===== config.mk =====
export PLATFORM = sky130hd
export DESIGN_NAME = vrlc_control_bank
export DESIGN_NICKNAME = d
export VERILOG_FILES = /design/src/design/vrlc_pkg.sv /design/src/design/vrlc_ladder_decode.sv /design/src/design/vrlc_control_bank.sv
export SDC_FILE = /design/constraint.sdc
export NUM_CORES = 1
export LEC_CHECK = 0
export BUFFER_PORTS_ARGS = -buffer_cell sky130_fd_sc_hd__buf_2
export CAP_MARGIN = 20
export CORE_UTILIZATION = 30
export DETAILED_ROUTE_END_ITERATION = 7
export GPL_TIMING_DRIVEN = 0
export MAX_ROUTING_LAYER = met4
export PLACE_DENSITY = 0.54
export SYNTH_ARGS = -nofsm -noshare
export SYNTH_HDL_FRONTEND = slang
export SYNTH_SLANG_ARGS = --single-unit

===== constraint.sdc =====
create_clock -name clock -period 5.38 [get_ports clock]
set_input_delay 1.076 -clock clock [delete_from_list [all_inputs] [get_ports clock]]
set_output_delay 1.076 -clock clock [all_outputs]
set_load 0.02 [all_outputs]

===== src/design/vrlc_pkg.sv =====
// Shared constants and types of the voltage reference ladder control block.
package vrlc_pkg;

   localparam int VRLC_ADDR_W = 4;
   localparam int VRLC_DATA_W = 32;
   localparam int VRLC_TAPS = 16;
   localparam int VRLC_LEVEL_W = 7;

   // Byte offsets on the register bus.
   localparam logic [VRLC_ADDR_W-1:0] VRLC_OFF_SHARED = 4'h0;
   localparam logic [VRLC_ADDR_W-1:0] VRLC_OFF_WATCHDOG = 4'h4;
   localparam logic [VRLC_ADDR_W-1:0] VRLC_OFF_STATUS = 4'h8;

   // Values after reset.
   localparam logic [7:0] VRLC_CONTROL_RESET = 8'h00;
   localparam logic [7:0] VRLC_TIMER_PERIOD_RESET = 8'h00;
   localparam logic VRLC_ALT_SELECT_RESET = 1'b0;

   // Field positions inside the control register.
   localparam int VRLC_POWER_BIT = 7;
   localparam int VRLC_PIN_BIT = 6;
   localparam int VRLC_RANGE_BIT = 5;
   localparam int VRLC_SOURCE_BIT = 4;
   localparam int VRLC_CODE_MSB = 3;
   localparam int VRLC_CODE_LSB = 0;

   // Field position inside the watchdog control register.
   localparam int VRLC_ALT_SEL_BIT = 4;

   // Ladder level expressed in ninety-sixths of the supply span.
   localparam logic [VRLC_LEVEL_W-1:0] VRLC_LEVEL_DEN = 7'h60;
   localparam logic [VRLC_LEVEL_W-1:0] VRLC_LOW_STEP = 7'h04;
   localparam logic [VRLC_LEVEL_W-1:0] VRLC_HIGH_STEP = 7'h03;
   localparam logic [VRLC_LEVEL_W-1:0] VRLC_HIGH_BASE = 7'h18;

   // Bus slave states.
   typedef enum logic {
      VRLC_BUS_IDLE = 1'b0,
      VRLC_BUS_ACK = 1'b1
   } vrlc_bus_t;

endpackage


===== src/design/vrlc_ladder_decode.sv =====
// Decoder from the control register to the analog ladder control lines.
`timescale 1ns/100ps
module vrlc_ladder_decode
   import vrlc_pkg::*;
#(
   parameter int TAPS = VRLC_TAPS
) (
   input wire logic clock,
   input wire logic reset,
   input wire logic [7:0] control,
   input wire logic port_f_direction_in,
   output logic ladder_power_on,
   output logic ladder_pin_output_on,
   output logic ladder_range_select,
   output logic ladder_source_select,
   output logic [TAPS-1:0] ladder_tap_select,
   output logic [VRLC_LEVEL_W-1:0] ladder_level,
   output logic port_f5_direction
);

   localparam int CODE_W = $clog2(TAPS);

   logic [CODE_W-1:0] code;
   logic [VRLC_LEVEL_W-1:0] next_level;

   assign code = control[VRLC_CODE_LSB +: CODE_W];

   always_comb begin
      if (control[VRLC_RANGE_BIT]) begin
         next_level = VRLC_LEVEL_W'(code) * VRLC_LOW_STEP;
      end else begin
         next_level = VRLC_HIGH_BASE + VRLC_LEVEL_W'(code) * VRLC_HIGH_STEP;
      end
   end

   // Settings act on the ladder alone; the comparators never gate them.
   always_ff @(posedge clock) begin
      if (reset) begin
         ladder_power_on <= 1'b0;
         ladder_pin_output_on <= 1'b0;
         ladder_range_select <= 1'b0;
         ladder_source_select <= 1'b0;
         ladder_level <= '0;
         port_f5_direction <= 1'b1;
      end else begin
         ladder_power_on <= control[VRLC_POWER_BIT];
         ladder_pin_output_on <= control[VRLC_PIN_BIT];
         ladder_range_select <= control[VRLC_RANGE_BIT];
         ladder_source_select <= control[VRLC_SOURCE_BIT];
         ladder_level <= next_level;
         // The pin is released as an input so the port driver cannot fight the level.
         port_f5_direction <= control[VRLC_PIN_BIT] | port_f_direction_in;
      end
   end

   // A powered-down ladder opens every tap so no path draws current.
   for (genvar i = 0; i < TAPS; i++) begin : g_tap
      always_ff @(posedge clock) begin
         if (reset) begin
            ladder_tap_select[i] <= 1'b0;
         end else begin
            ladder_tap_select[i] <= control[VRLC_POWER_BIT] && (code == CODE_W'(i));
         end
      end
   end

endmodule


===== src/design/vrlc_control_bank.sv =====
// Voltage reference ladder control register bank with its Avalon-MM slave.
`timescale 1ns/100ps
// Notes on behaviour
// - Top control bit set powers the ladder; clear powers it down.
// - Bit six routes the level to the pin, overriding that pin's direction.
// - Bit five picks low range in 24ths from zero or high range in 32nds.
// - Bit four picks external reference pins when set, analog rails when clear.
// - Low four bits hold a tap code 0 to 15, sixteen levels.
// - Shared address reaches the control register only while alternate select is set.
// - Reset clears the register: ladder off, pin disconnected, high range.
// - Waking from sleep leaves every control bit unchanged.
// - Ladder settings act independently of the comparator module.
module vrlc_control_bank
   import vrlc_pkg::*;
(
   input wire logic clock,
   input wire logic reset,
   input wire logic [VRLC_ADDR_W-1:0] avs_address,
   input wire logic avs_read,
   input wire logic avs_write,
   input wire logic [VRLC_DATA_W-1:0] avs_writedata,
   input wire logic [3:0] avs_byteenable,
   output logic [VRLC_DATA_W-1:0] avs_readdata,
   output logic avs_waitrequest,
   input wire logic port_f_direction_in,
   output logic port_f5_direction,
   output logic ladder_power_on,
   output logic ladder_pin_output_on,
   output logic ladder_range_select,
   output logic ladder_source_select,
   output logic [VRLC_TAPS-1:0] ladder_tap_select,
   output logic [VRLC_LEVEL_W-1:0] ladder_output_level,
   output logic [7:0] timer_period_reg,
   output logic alternate_register_select
);

   vrlc_bus_t state;
   logic [7:0] voltage_reference_control;
   logic hit_control;
   logic hit_timer;
   logic hit_watchdog;
   logic hit_status;
   logic request;
   logic access_taken;
   logic write_taken;
   logic [VRLC_DATA_W-1:0] next_readdata;
   logic [7:0] status_view;

   assign request = avs_read || avs_write;

   // One shared offset serves two registers, steered by the alternate select.
   assign hit_control = (avs_address == VRLC_OFF_SHARED) && alternate_register_select;
   assign hit_timer = (avs_address == VRLC_OFF_SHARED) && !alternate_register_select;
   assign hit_watchdog = (avs_address == VRLC_OFF_WATCHDOG);
   assign hit_status = (avs_address == VRLC_OFF_STATUS);

   // Data are taken at the edge where waitrequest is seen low.
   assign access_taken = (state == VRLC_BUS_ACK) && request;
   assign write_taken = access_taken && avs_write && avs_byteenable[0];

   assign status_view = {ladder_power_on, ladder_output_level};

   always_comb begin
      next_readdata = '0;
      if (hit_control) begin
         next_readdata[7:0] = voltage_reference_control;
      end else if (hit_timer) begin
         next_readdata[7:0] = timer_period_reg;
      end else if (hit_watchdog) begin
         next_readdata[VRLC_ALT_SEL_BIT] = alternate_register_select;
      end else if (hit_status) begin
         next_readdata[7:0] = status_view;
      end
   end

   always_ff @(posedge clock) begin
      if (reset) begin
         state <= VRLC_BUS_IDLE;
      end else begin
         unique case (state)
            VRLC_BUS_IDLE: begin
               if (request) begin
                  state <= VRLC_BUS_ACK;
               end
            end
            VRLC_BUS_ACK: begin
               state <= VRLC_BUS_IDLE;
            end
         endcase
      end
   end

   // Waitrequest stays high in reset and idle so no request slips through unseen.
   always_ff @(posedge clock) begin
      if (reset) begin
         avs_waitrequest <= 1'b1;
      end else if (state == VRLC_BUS_IDLE) begin
         avs_waitrequest <= !request;
      end else begin
         avs_waitrequest <= 1'b1;
      end
   end

   // Read data are captured one cycle early; no write can land in between.
   always_ff @(posedge clock) begin
      if (reset) begin
         avs_readdata <= '0;
      end else if ((state == VRLC_BUS_IDLE) && avs_read) begin
         avs_readdata <= next_readdata;
      end
   end

   // Only a device reset clears the register; sleep and wake have no path here.
   always_ff @(posedge clock) begin
      if (reset) begin
         voltage_reference_control <= VRLC_CONTROL_RESET;
      end else if (write_taken && hit_control) begin
         voltage_reference_control <= avs_writedata[7:0];
      end
   end

   always_ff @(posedge clock) begin
      if (reset) begin
         timer_period_reg <= VRLC_TIMER_PERIOD_RESET;
      end else if (write_taken && hit_timer) begin
         timer_period_reg <= avs_writedata[7:0];
      end
   end

   always_ff @(posedge clock) begin
      if (reset) begin
         alternate_register_select <= VRLC_ALT_SELECT_RESET;
      end else if (write_taken && hit_watchdog) begin
         alternate_register_select <= avs_writedata[VRLC_ALT_SEL_BIT];
      end
   end

   // Powering down before sleep is left to software; the bank never forces it.
   vrlc_ladder_decode #(
      .TAPS(VRLC_TAPS)
   ) u_decode (
      .clock(clock),
      .reset(reset),
      .control(voltage_reference_control),
      .port_f_direction_in(port_f_direction_in),
      .ladder_power_on(ladder_power_on),
      .ladder_pin_output_on(ladder_pin_output_on),
      .ladder_range_select(ladder_range_select),
      .ladder_source_select(ladder_source_select),
      .ladder_tap_select(ladder_tap_select),
      .ladder_level(ladder_output_level),
      .port_f5_direction(port_f5_direction)
   );

   power_follow_a: assert property (
      @(posedge clock) disable iff (reset)
      !$past(reset) |->
         ladder_power_on == $past(voltage_reference_control[VRLC_POWER_BIT])
   ) else $error("Ladder power does not follow the enable bit.");

   pin_route_a: assert property (
      @(posedge clock) disable iff (reset)
      (!$past(reset) && $past(voltage_reference_control[VRLC_PIN_BIT])) |->
         (ladder_pin_output_on && port_f5_direction)
   ) else $error("Pin output does not override the port direction.");

   pin_release_a: assert property (
      @(posedge clock) disable iff (reset)
      (!$past(reset) && !$past(voltage_reference_control[VRLC_PIN_BIT])) |->
         (!ladder_pin_output_on && port_f5_direction == $past(port_f_direction_in))
   ) else $error("Pin direction not restored when output is off.");

   level_low_a: assert property (
      @(posedge clock) disable iff (reset)
      (!$past(reset) && $past(voltage_reference_control[VRLC_RANGE_BIT])) |->
         (ladder_range_select &&
          ladder_output_level ==
             VRLC_LEVEL_W'($past(voltage_reference_control[3:0])) * VRLC_LOW_STEP)
   ) else $error("Low range level is wrong.");

   level_high_a: assert property (
      @(posedge clock) disable iff (reset)
      (!$past(reset) && !$past(voltage_reference_control[VRLC_RANGE_BIT])) |->
         (!ladder_range_select &&
          ladder_output_level == VRLC_HIGH_BASE +
             VRLC_LEVEL_W'($past(voltage_reference_control[3:0])) * VRLC_HIGH_STEP)
   ) else $error("High range level is wrong.");

   source_sel_a: assert property (
      @(posedge clock) disable iff (reset)
      !$past(reset) |->
         ladder_source_select == $past(voltage_reference_control[VRLC_SOURCE_BIT])
   ) else $error("Source select does not follow its bit.");

   tap_onehot_a: assert property (
      @(posedge clock) disable iff (reset)
      !$past(reset) |->
         (ladder_tap_select ==
            ($past(voltage_reference_control[VRLC_POWER_BIT]) ?
               (VRLC_TAPS'(1) << $past(voltage_reference_control[3:0])) : '0))
   ) else $error("Tap select is not the coded one-hot tap.");

   shared_timer_a: assert property (
      @(posedge clock) disable iff (reset)
      (write_taken && hit_timer) |=>
         ($stable(voltage_reference_control) &&
          timer_period_reg == $past(avs_writedata[7:0]))
   ) else $error("Timer access leaked into the control register.");

   reset_clear_a: assert property (
      @(posedge clock)
      reset |=>
         (voltage_reference_control == VRLC_CONTROL_RESET && !alternate_register_select)
   ) else $error("Reset did not clear the control register.");

   reset_outputs_a: assert property (
      @(posedge clock) disable iff (reset)
      $past(reset) |->
         (!ladder_power_on && !ladder_pin_output_on && !ladder_range_select &&
          ladder_tap_select == '0)
   ) else $error("Ladder not off after reset.");

   sleep_hold_a: assert property (
      @(posedge clock) disable iff (reset)
      !(write_taken && hit_control) |=> $stable(voltage_reference_control)
   ) else $error("Control register changed without a write.");

   write_store_a: assert property (
      @(posedge clock) disable iff (reset)
      (write_taken && hit_control) |=>
         voltage_reference_control == $past(avs_writedata[7:0])
   ) else $error("Written control value not stored.");

   read_back_a: assert property (
      @(posedge clock) disable iff (reset)
      (state == VRLC_BUS_IDLE && avs_read && hit_control) |=>
         (avs_readdata == {24'h000000, voltage_reference_control} && !avs_waitrequest)
   ) else $error("Control read does not return the stored value.");

   wait_bound_a: assert property (
      @(posedge clock) disable iff (reset)
      (request && avs_waitrequest) |-> ##[1:2] !avs_waitrequest
   ) else $error("Waitrequest held too long.");

   wait_single_a: assert property (
      @(posedge clock) disable iff (reset)
      !avs_waitrequest |=> avs_waitrequest
   ) else $error("Waitrequest low for more than one cycle.");

   status_ro_a: assert property (
      @(posedge clock) disable iff (reset)
      (write_taken && hit_status) |=>
         ($stable(voltage_reference_control) && $stable(timer_period_reg) &&
          $stable(alternate_register_select))
   ) else $error("A write to the status view changed a register.");

   byte_lane_a: assert property (
      @(posedge clock) disable iff (reset)
      (access_taken && avs_write && !avs_byteenable[0]) |=>
         ($stable(voltage_reference_control) && $stable(timer_period_reg))
   ) else $error("A write without byte lane zero changed a register.");

   control_only_a: assert property (
      @(posedge clock) disable iff (reset)
      (write_taken && hit_control) |=> $stable(timer_period_reg)
   ) else $error("Control access leaked into the timer period register.");

   timer_read_a: assert property (
      @(posedge clock) disable iff (reset)
      (state == VRLC_BUS_IDLE && avs_read && hit_timer) |=>
         avs_readdata == {24'h000000, timer_period_reg}
   ) else $error("Timer read does not return the stored period.");

   taps_dark_a: assert property (
      @(posedge clock) disable iff (reset)
      !ladder_power_on |-> ladder_tap_select == '0
   ) else $error("A tap is selected while the ladder is powered down.");

   pin_input_a: assert property (
      @(posedge clock) disable iff (reset)
      ladder_pin_output_on |-> port_f5_direction
   ) else $error("Pin is not released as an input while the level is routed.");

   high_floor_a: assert property (
      @(posedge clock) disable iff (reset)
      (ladder_power_on && !ladder_range_select) |-> ladder_output_level >= VRLC_HIGH_BASE
   ) else $error("High range level lies below its base.");

   wait_reset_a: assert property (
      @(posedge clock)
      reset |=> (avs_waitrequest && avs_readdata == '0)
   ) else $error("Bus outputs not idle after reset.");

endmodule


## Word-level counts from Yosys, hierarchy flattened

Cells that the tools add are included.

| cells by class | value |
|---|---|
| add/subtract/negate cells | 1 |
| $mul | 1 |
| equal/unequal tests | 17 |
| mux-type cells | 9 |
| bitwise operators | 2 |
| reductions and logical operators | 32 |

Operators with widths:

| cell | number |
|---|---|
| $eq A4 B4 Y1 const B | 9 |
| $logic_and A1 B1 Y1 | 25 |
| $mux W8 | 3 |
| $eq A4 B3 Y1 const B | 5 |
| $eq A4 B2 Y1 const B | 2 |
| $logic_not A4 Y1 | 2 |
| $add A5 B6 Y7 const A | 1 |
| $mul A4 B2 Y6 const B | 1 |
| $mux W6 | 1 |
| $eq A4 B1 Y1 const B | 1 |
| $mux W4 | 1 |
| $reduce_or A2 Y1 | 2 |
| $mux W3 | 1 |
| $logic_not A1 Y1 | 2 |
| $mux W1 | 2 |
| $pmux W1 S2 | 1 |
| $logic_or A1 B1 Y1 | 1 |
| $not A1 Y1 | 1 |
| $or A1 B1 Y1 | 1 |

| word-level totals | value |
|---|---|
| bits in registers | 55 |
| bits of input ports | 45 |
| output and inout bits | 70 |
| logic and storage cells | 91 |

## Depth between registers and ports, before layout

Gate-level depths: netlist of the first run.

| depth | value |
|---|---|
| word-level depth | 5 |
| gate-level depth with buffers | 8 |

## Modules after synthesis

From an unflattened synthesis of the first run, not the netlist that was laid out.

| unflattened totals | value |
|---|---|
| cells, all modules | 233 |
| area, all modules | 2332.2 um^2 |

By module, submodules not included:

| module | times used | cells an instance | area each (um^2) | seq. area each (um^2) |
|---|---|---|---|---|
| vrlc_control_bank | 1 | 144 | 1307.5 | 540.5 |
| vrlc_ladder_decode | 1 | 89 | 1024.7 | 560.5 |

## Worst setup path after synthesis of the first run

No wires, ideal clock.

| timing path | value |
|---|---|
| path kind | input port to flip-flop |
| from | input port avs_address[1] |
| to | register timer_period_reg[0] |
| data arrival time | 2.182 ns |
| required time | 5.252 ns |
| path slack | 3.070 ns |
| cell stages on the path | 5 |
| buffers on the path | 1 |
| cells stage by stage | or4_4 -> nor3b_2 -> buf_6 -> mux2i_1 -> nor2_1 |

| between the ends | value |
|---|---|
| cells in the longest elaborated chain, start to end | 3 |

RTL lines:

| item | RTL line | text |
|---|---|---|
| start: declaration | vrlc_control_bank.sv:18 | `input wire logic [VRLC_ADDR_W-1:0] avs_address,` |
| $logic_not A4 Y1 | vrlc_control_bank.sv:53 | `assign hit_timer = (avs_address == VRLC_OFF_SHARED) && !alternate_register_select;` |
| $logic_and A1 B1 Y1 | vrlc_control_bank.sv:53 |  |
| $logic_and A1 B1 Y1 | vrlc_control_bank.sv:125 | `end else if (write_taken && hit_timer) begin` |
| end signal: assignment | vrlc_control_bank.sv:126 | `timer_period_reg <= avs_writedata[7:0];` |
| end: declaration | vrlc_control_bank.sv:33 | `output logic [7:0] timer_period_reg,` |

Every way passes these cells.
A chain may end at the register's enable or synchronous reset.

## Worst setup path after layout of the first run

| timing path | value |
|---|---|
| from | input port avs_address[1] |
| to | register voltage_reference_control[4] |

| between the ends | value |
|---|---|
| cells in the longest elaborated chain, start to end | 3 |

RTL lines:

| item | RTL line | text |
|---|---|---|
| $logic_not A4 Y1 | vrlc_control_bank.sv:52 | `assign hit_control = (avs_address == VRLC_OFF_SHARED) && alternate_register_select;` |
| $logic_and A1 B1 Y1 | vrlc_control_bank.sv:52 |  |
| $logic_and A1 B1 Y1 | vrlc_control_bank.sv:117 | `end else if (write_taken && hit_control) begin` |
| end signal: assignment | vrlc_control_bank.sv:118 | `voltage_reference_control <= avs_writedata[7:0];` |
| end: declaration | vrlc_control_bank.sv:38 | `logic [7:0] voltage_reference_control;` |

Every way passes these cells.

==> flow_summary_export.csv, run 1 <==
group,metric,value,unit
routing,drcViolationCount,0,
layout,post-route-util,40.35,%
timing,period_minus_slack,2.222,ns
power_and_ir_drop,finalPower,803.0,uW
setup_path,r2r_start,"voltage_reference_control[2]",
clocking,cts-root-buf,"clkbuf_8",
power_and_ir_drop,vdd_drop_max,0.1047,mV
hold_path,hp-class,"reg -> reg",
synth,postSynthAreaPerCell,10.03,sq um
clocking,htreeDepth,2,
routing,drt-pass1-iter-count,4,
timing,finalCritPeriodShare,41.29,%
timing,max_slew_margin,47.94,%
synth,syn_area,2336,sq um
setup_path,timing.rr.end,"u_decode.ladder_level[5]",
place,gp_congestion,0.8211,
setup_path,endpoint,"voltage_reference_control[4]",
clocking,cts_setup_buffers,0,
setup_path,startpoint,"avs_address[1]",
die,start_util,31.53,%
routing,viasPerCell,4.275,
clocking,cts_made_buffers,5,
layout,nets,383,
synth,yosysSeqAreaShare,47.13,%
synth,yosys.area.top_type_share,47.13,%
die,die_w,90.24,um
power_and_ir_drop,p_leak,1.520,nW
synth,ys_warn_count,0,
setup_path,startpoint_type,"input port",
setup_path,crit_fanout,8,
place,io_buffers,62,
die,die_area,8143,sq um
grt,grt_overflow,0,
timing,hold_viol_final,0,
synth,yosys.area.top_type,"dfxtp_1",
routing,ant_nets,0,
die,io_pins,115,
timing,rsz0062_at_grt,"false",
clocking,cts_buffer_depth,2,
clocking,clock_sinks,55,
grt,antenna_found_initial,0,
clocking,cts.clk_slew.worst_paths,0.09,ns
timing,skew,0.005871,ns
setup_path,r2r_cells,7,
place,hpwl,3972,um
status,status,"complete, no violations",
die,die_y,90.24,um
grt,grt_pass1_vias,1682,
timing,max_freq,0.4501,GHz
synth,synthCells,233,
clocking,postCtsResizedCells,0,
setup_path,r2r_slack,3.22,ns
clocking,cts_tree,"built",
setup_path,arrival,2.40,ns
routing,wire_per_inst,12.15,um
die,core,7408,sq um
routing,initialDrtViolationCount,91,
run,cap_violations,0,
clocking,ctsHoldBuffers,0,
timing,setup_violations,0,
power_and_ir_drop,power_density,268.6,nW/um^2
layout,largest_reg_flops,16,
grt,grt_pass1_wl,8397,um
timing,hold_ws,0.4991,ns
layout,antenna_cells,0,
layout,drive_gt1_share,30.37,%
synth,synth.area.top_cells,"dfxtp_1, mux2i_1, buf_4",
grt,track_usage,13.30,%
routing,vias,1817,
routing,wl,5165,um
timing,worst_pin_slew,0.7789,ns
layout,areaGrowthSynthToFinish,27.96,%
die,num_rows,31,
clocking,clk_latency,0.30,ns
setup_path,required,5.56,ns
setup_path,cp-end-kind,"register",
synth,ys_seq_elements,55,
layout,top_register,"u_decode.ladder_tap_select",
setup_path,criticalPathCategory,"in -> reg",
timing,slew_violations,0,
grt,grt_max_degree,17,
timing,fin_setup_tns,0,ns
synth,synth_cell_types,35,
==> power by group <==
| group | leakage [nW] | internal [mW] | switching [mW] |
|---|---|---|---|
| Combinational | 1.01 | 0.0273 | 0.0448 |
| Clock | 0.0654 | 0.186 | 0.128 |
| Sequential | 0.446 | 0.413 | 0.00352 |
| Total | 1.52 | 0.627 | 0.176 |
==> through the flow <==
step           instances  setup slack [ns]  cell area, sq um
3_3_place_gp         417             2.840              2856
4_1_cts              425             3.157              2989
5_1_grt              425             3.043              2989
6_report             425             3.158              2989
2_1_floorplan        256             3.070              2422
3_5_place_dp         417             2.830              2856
==> placed cells by master, fill, tap and decap left out, drive strengths merged, types with 2 or more instances in the layout <==
master / n
bufinv: 2
mux2i: 19
nor2: 33
buf: 89
nor3: 2
dfxtp: 55
clkbuf: 14
a311oi: 8
nand2: 8
and2: 2
ha: 11
nor2b: 10
conb: 24
a21oi: 2
inv: 7
and3: 17
fa: 2
a22oi: 7
==> cell families (layout without fill, tap and decap cells) <==
family / count (synthesis) / in the layout / share of synthesized area, %
AND/OR/NAND/NOR: 81 / 81 / 18.59
buffers and inverters: 42 / 112 / 10.98
flip-flops: 55 / 55 / 47.13
AO/OA/AOI/OAI: 21 / 21 / 7.017
other: 1 / 24 / 0.1605
adder cells (fa/ha/maj): 13 / 13 / 7.606
XOR/XNOR: 1 / 1 / 0.3750
multiplexers: 19 / 19 / 8.141
==> final cells by class <==
type,count,area (sq um)
plain buffers,35,230.2
fillers,762,4419
repair buffers,62,310.3
inverters,7,26.28
multi-input cells,159,1065
clock buffers,6,72.57
flip-flops and latches,55,1101
well taps,99,123.9
clock inverters,2,60.06
==> layer usage <==
| metal | vias to the layer above | share of wire (%) | GRT usage [%] |
|---|---|---|---|
| met2 | 65 | 44 | 20.17 |
| met4 | 0 | 1.1 | 3.763 |
| li1 | 930 | - | - |
| met1 | 816 | 48 | 17.70 |
| met3 | 6 | 6.6 | 3.046 |
| met5 | - | 0 | - |
==> worst min-delay path by stage <==
stage | startpoint | to | slack [ns] | depth (start not counted)
after floorplan | voltage_reference_control[6] | u_decode.port_f5_direction | 0.45 | 1
after global placement | voltage_reference_control[7] | avs_readdata[7] | 0.48 | 2
after detailed placement | voltage_reference_control[7] | avs_readdata[7] | 0.48 | 2
after CTS | voltage_reference_control[7] | avs_readdata[7] | 0.50 | 2
after global routing | voltage_reference_control[6] | u_decode.ladder_pin_output_on | 0.53 | 1
final | voltage_reference_control[6] | u_decode.ladder_pin_output_on | 0.50 | 1
==> cell usage after synthesis (all sizes together) <==
library cell	instances
a21oi	2
a22oi	7
a311oi	8
and2	2
and3	17
buf	27
clkbuf	8
conb	1
dfxtp	55
fa	2
ha	11
inv	7
mux2i	19
nand2	8
nand3	1
nand3b	1
nand4b	1
nor2	33
nor2b	10
nor3	2
nor3b	1
nor4	1
nor4b	1
o211a	1
o21ai	1
o311ai	1
o31ai	1
or3	1
or3b	1
or4	1
xnor2	1
==> critical path, stage by stage <==
cell	delay [ns]
buf_2	0.12
nor4_1	0.34
nand3_1	0.51
mux2i_1	0.30
nor2_1	0.05
Power figures use the tool's default switching activity.
==> inputs of run 2 (changes only) <==
clock period = 2.2 ns   (was 5.38 ns; I/O delays follow)
==> flow_summary_export.csv, run 2 (synthesized netlist as in run 1, its figures left out) <==
group,metric,value,unit
layout,largest_reg_flops,16,
routing,wire_per_inst,12.20,um
routing,initialDrtViolationCount,92,
timing,max_slew_margin,47.98,%
place,dpl_cell_area,2856,sq um
place,gp_congestion,0.8211,
run,cap_violations,0,
routing,drcViolationCount,0,
timing,hold_viol_final,0,
setup_path,cp-end-kind,"register",
clocking,htreeDepth,2,
grt,antenna_found_initial,0,
clocking,clk_latency,0.30,ns
layout,layout.cells.non_filler,425,
die,num_rows,31,
clocking,cts_buffer_depth,2,
timing,rsz0062_at_grt,"false",
layout,antenna_cells,0,
clocking,clock_sinks,55,
setup_path,crit_fanout,8,
die,die_w,90.24,um
timing,worst_pin_slew,0.7783,ns
layout,regArea,1104,sq um
power_and_ir_drop,finalPower,1.967,mW
setup_path,r2r_start,"voltage_reference_control[2]",
setup_path,required,2.37,ns
die,start_util,31.53,%
setup_path,slowest_delay,0.43,ns
setup_path,arrival,2.21,ns
layout,final_area,2992,sq um
routing,vias,1820,
timing,finalCritPeriodShare,92.58,%
timing,setup_violations,0,
layout,fillCellCount,762,
timing,slew_violations,0,
setup_path,cp_slowest_cell,"dfxtp_2",
timing,period_minus_slack,2.037,ns
routing,wl,5184,um
timing,fin_setup_tns,0,ns
clocking,cts_made_buffers,5,
grt,grt_overflow,0,
clocking,cts-root-buf,"clkbuf_8",
place,io_buffers,62,
power_and_ir_drop,p_leak,1.521,nW
clocking,cts_setup_buffers,0,
grt,grt_pass1_wl,8397,um
hold_path,hp-class,"in -> reg",
timing,max_freq,0.4910,GHz
status,status,"complete, no violations",
layout,multi_input_area,1065,sq um
layout,final_cell_mix,"buf_2, dfxtp_1, nor2_1",
place,hpwl,3972,um
clocking,cts_tree,"built",
layout,top_register,"u_decode.ladder_tap_select",
hold_path,hold_start,"port_f_direction_in",
timing,hold_ws,0.3098,ns
routing,ant_nets,0,
die,io_pins,115,
die,die_area,8143,sq um
place,placed_cells,417,
routing,viasPerCell,4.282,
grt,grt_pass1_vias,1682,
clocking,ctsHoldBuffers,0,
setup_path,criticalPathCategory,"reg -> reg",
grt,grt_max_degree,17,
routing,drt-pass1-iter-count,4,
layout,drive_gt1_share,30.98,%
clocking,cts.clk_slew.worst_paths,0.09,ns
power_and_ir_drop,vdd_drop_max,0.2560,mV
die,core,7408,sq um
timing,skew,0.008034,ns
power_and_ir_drop,power_density,657.4,nW/um^2
setup_path,startpoint_type,"register",
layout,nets,383,
die,die_y,90.24,um
layout,layout_commonest_cell,"buf_2",
setup_path,startpoint,"voltage_reference_control[2]",
setup_path,cp_cell_sequence,"ha_1 -> inv_1 -> fa_1 -> or3b_1 -> a21oi_1 -> xnor2_1 -> nor2_1",
layout,areaGrowthSynthToFinish,28.07,%
grt,track_usage,13.30,%
## run 2: cell counts in the layout (fill, tap and decap cells not counted)
Identical to the previous run, type by type.
## run 2: through the flow
stage                     setup slack [ns]  utilization (%)
after CTS                          0.03266            40.35
final                               0.1633            40.38
after global placement             0.07720            38.56
after floorplan                     0.2890                -
after detailed placement           0.04600            38.56
after global routing               0.06174            40.38
## run 2: cell type report
cell class | instances | share of cell area [%]
Clock buffer | 6 | 2.426
Inverter | 7 | 0.8783
Timing Repair Buffer | 62 | 10.37
Tap cell | 99 | 4.141
Clock inverter | 2 | 2.008
Multi-Input combinational cell | 159 | 35.59
Sequential cell | 55 | 36.89
Buffer | 35 | 7.696
## run 2: worst paths after layout
path / cells after the start / slack (ns) / endpoint
setup / recovery: 7 / 0.16 / u_decode.ladder_level[5]
hold reg to reg: 1 / 0.50 / u_decode.ladder_pin_output_on
setup reg to reg: 7 / 0.16 / u_decode.ladder_level[5]
hold / removal: 2 / 0.31 / u_decode.port_f5_direction
## run 2: metal layers
layer	global-route usage, %	vias to the layer above	wire length (um)
met4	3.763	0	55
met3	3.046	6	342
met5	-	-	0
met1	17.70	820	2501
met2	20.17	65	2284
li1	-	929	-
## run 2: repair_timing
action	4_1_cts	5_1_grt
endpoints found under the hold margin	0	0
gates resized for setup	0	2
endpoints found under the setup margin	0	1
## run 2: worst max-delay path, delay by kind of cell (launching register included)
family | cells | cell delay (ns)
xor+xnor | 1 | 0.15
buf+inv | 1 | 0.06
compound gates | 1 | 0.19
flops | 1 | 0.43
fa+ha+maj | 2 | 0.66
simple gates | 2 | 0.42
## run 2: power breakdown
part           total [mW]  leakage, nW  internal (mW)  switching, mW
logic               0.176         1.01         0.0667          0.110
registers            1.02        0.447           1.01        0.00862
clock network       0.771       0.0654          0.455          0.316
total                1.97         1.52           1.53          0.434
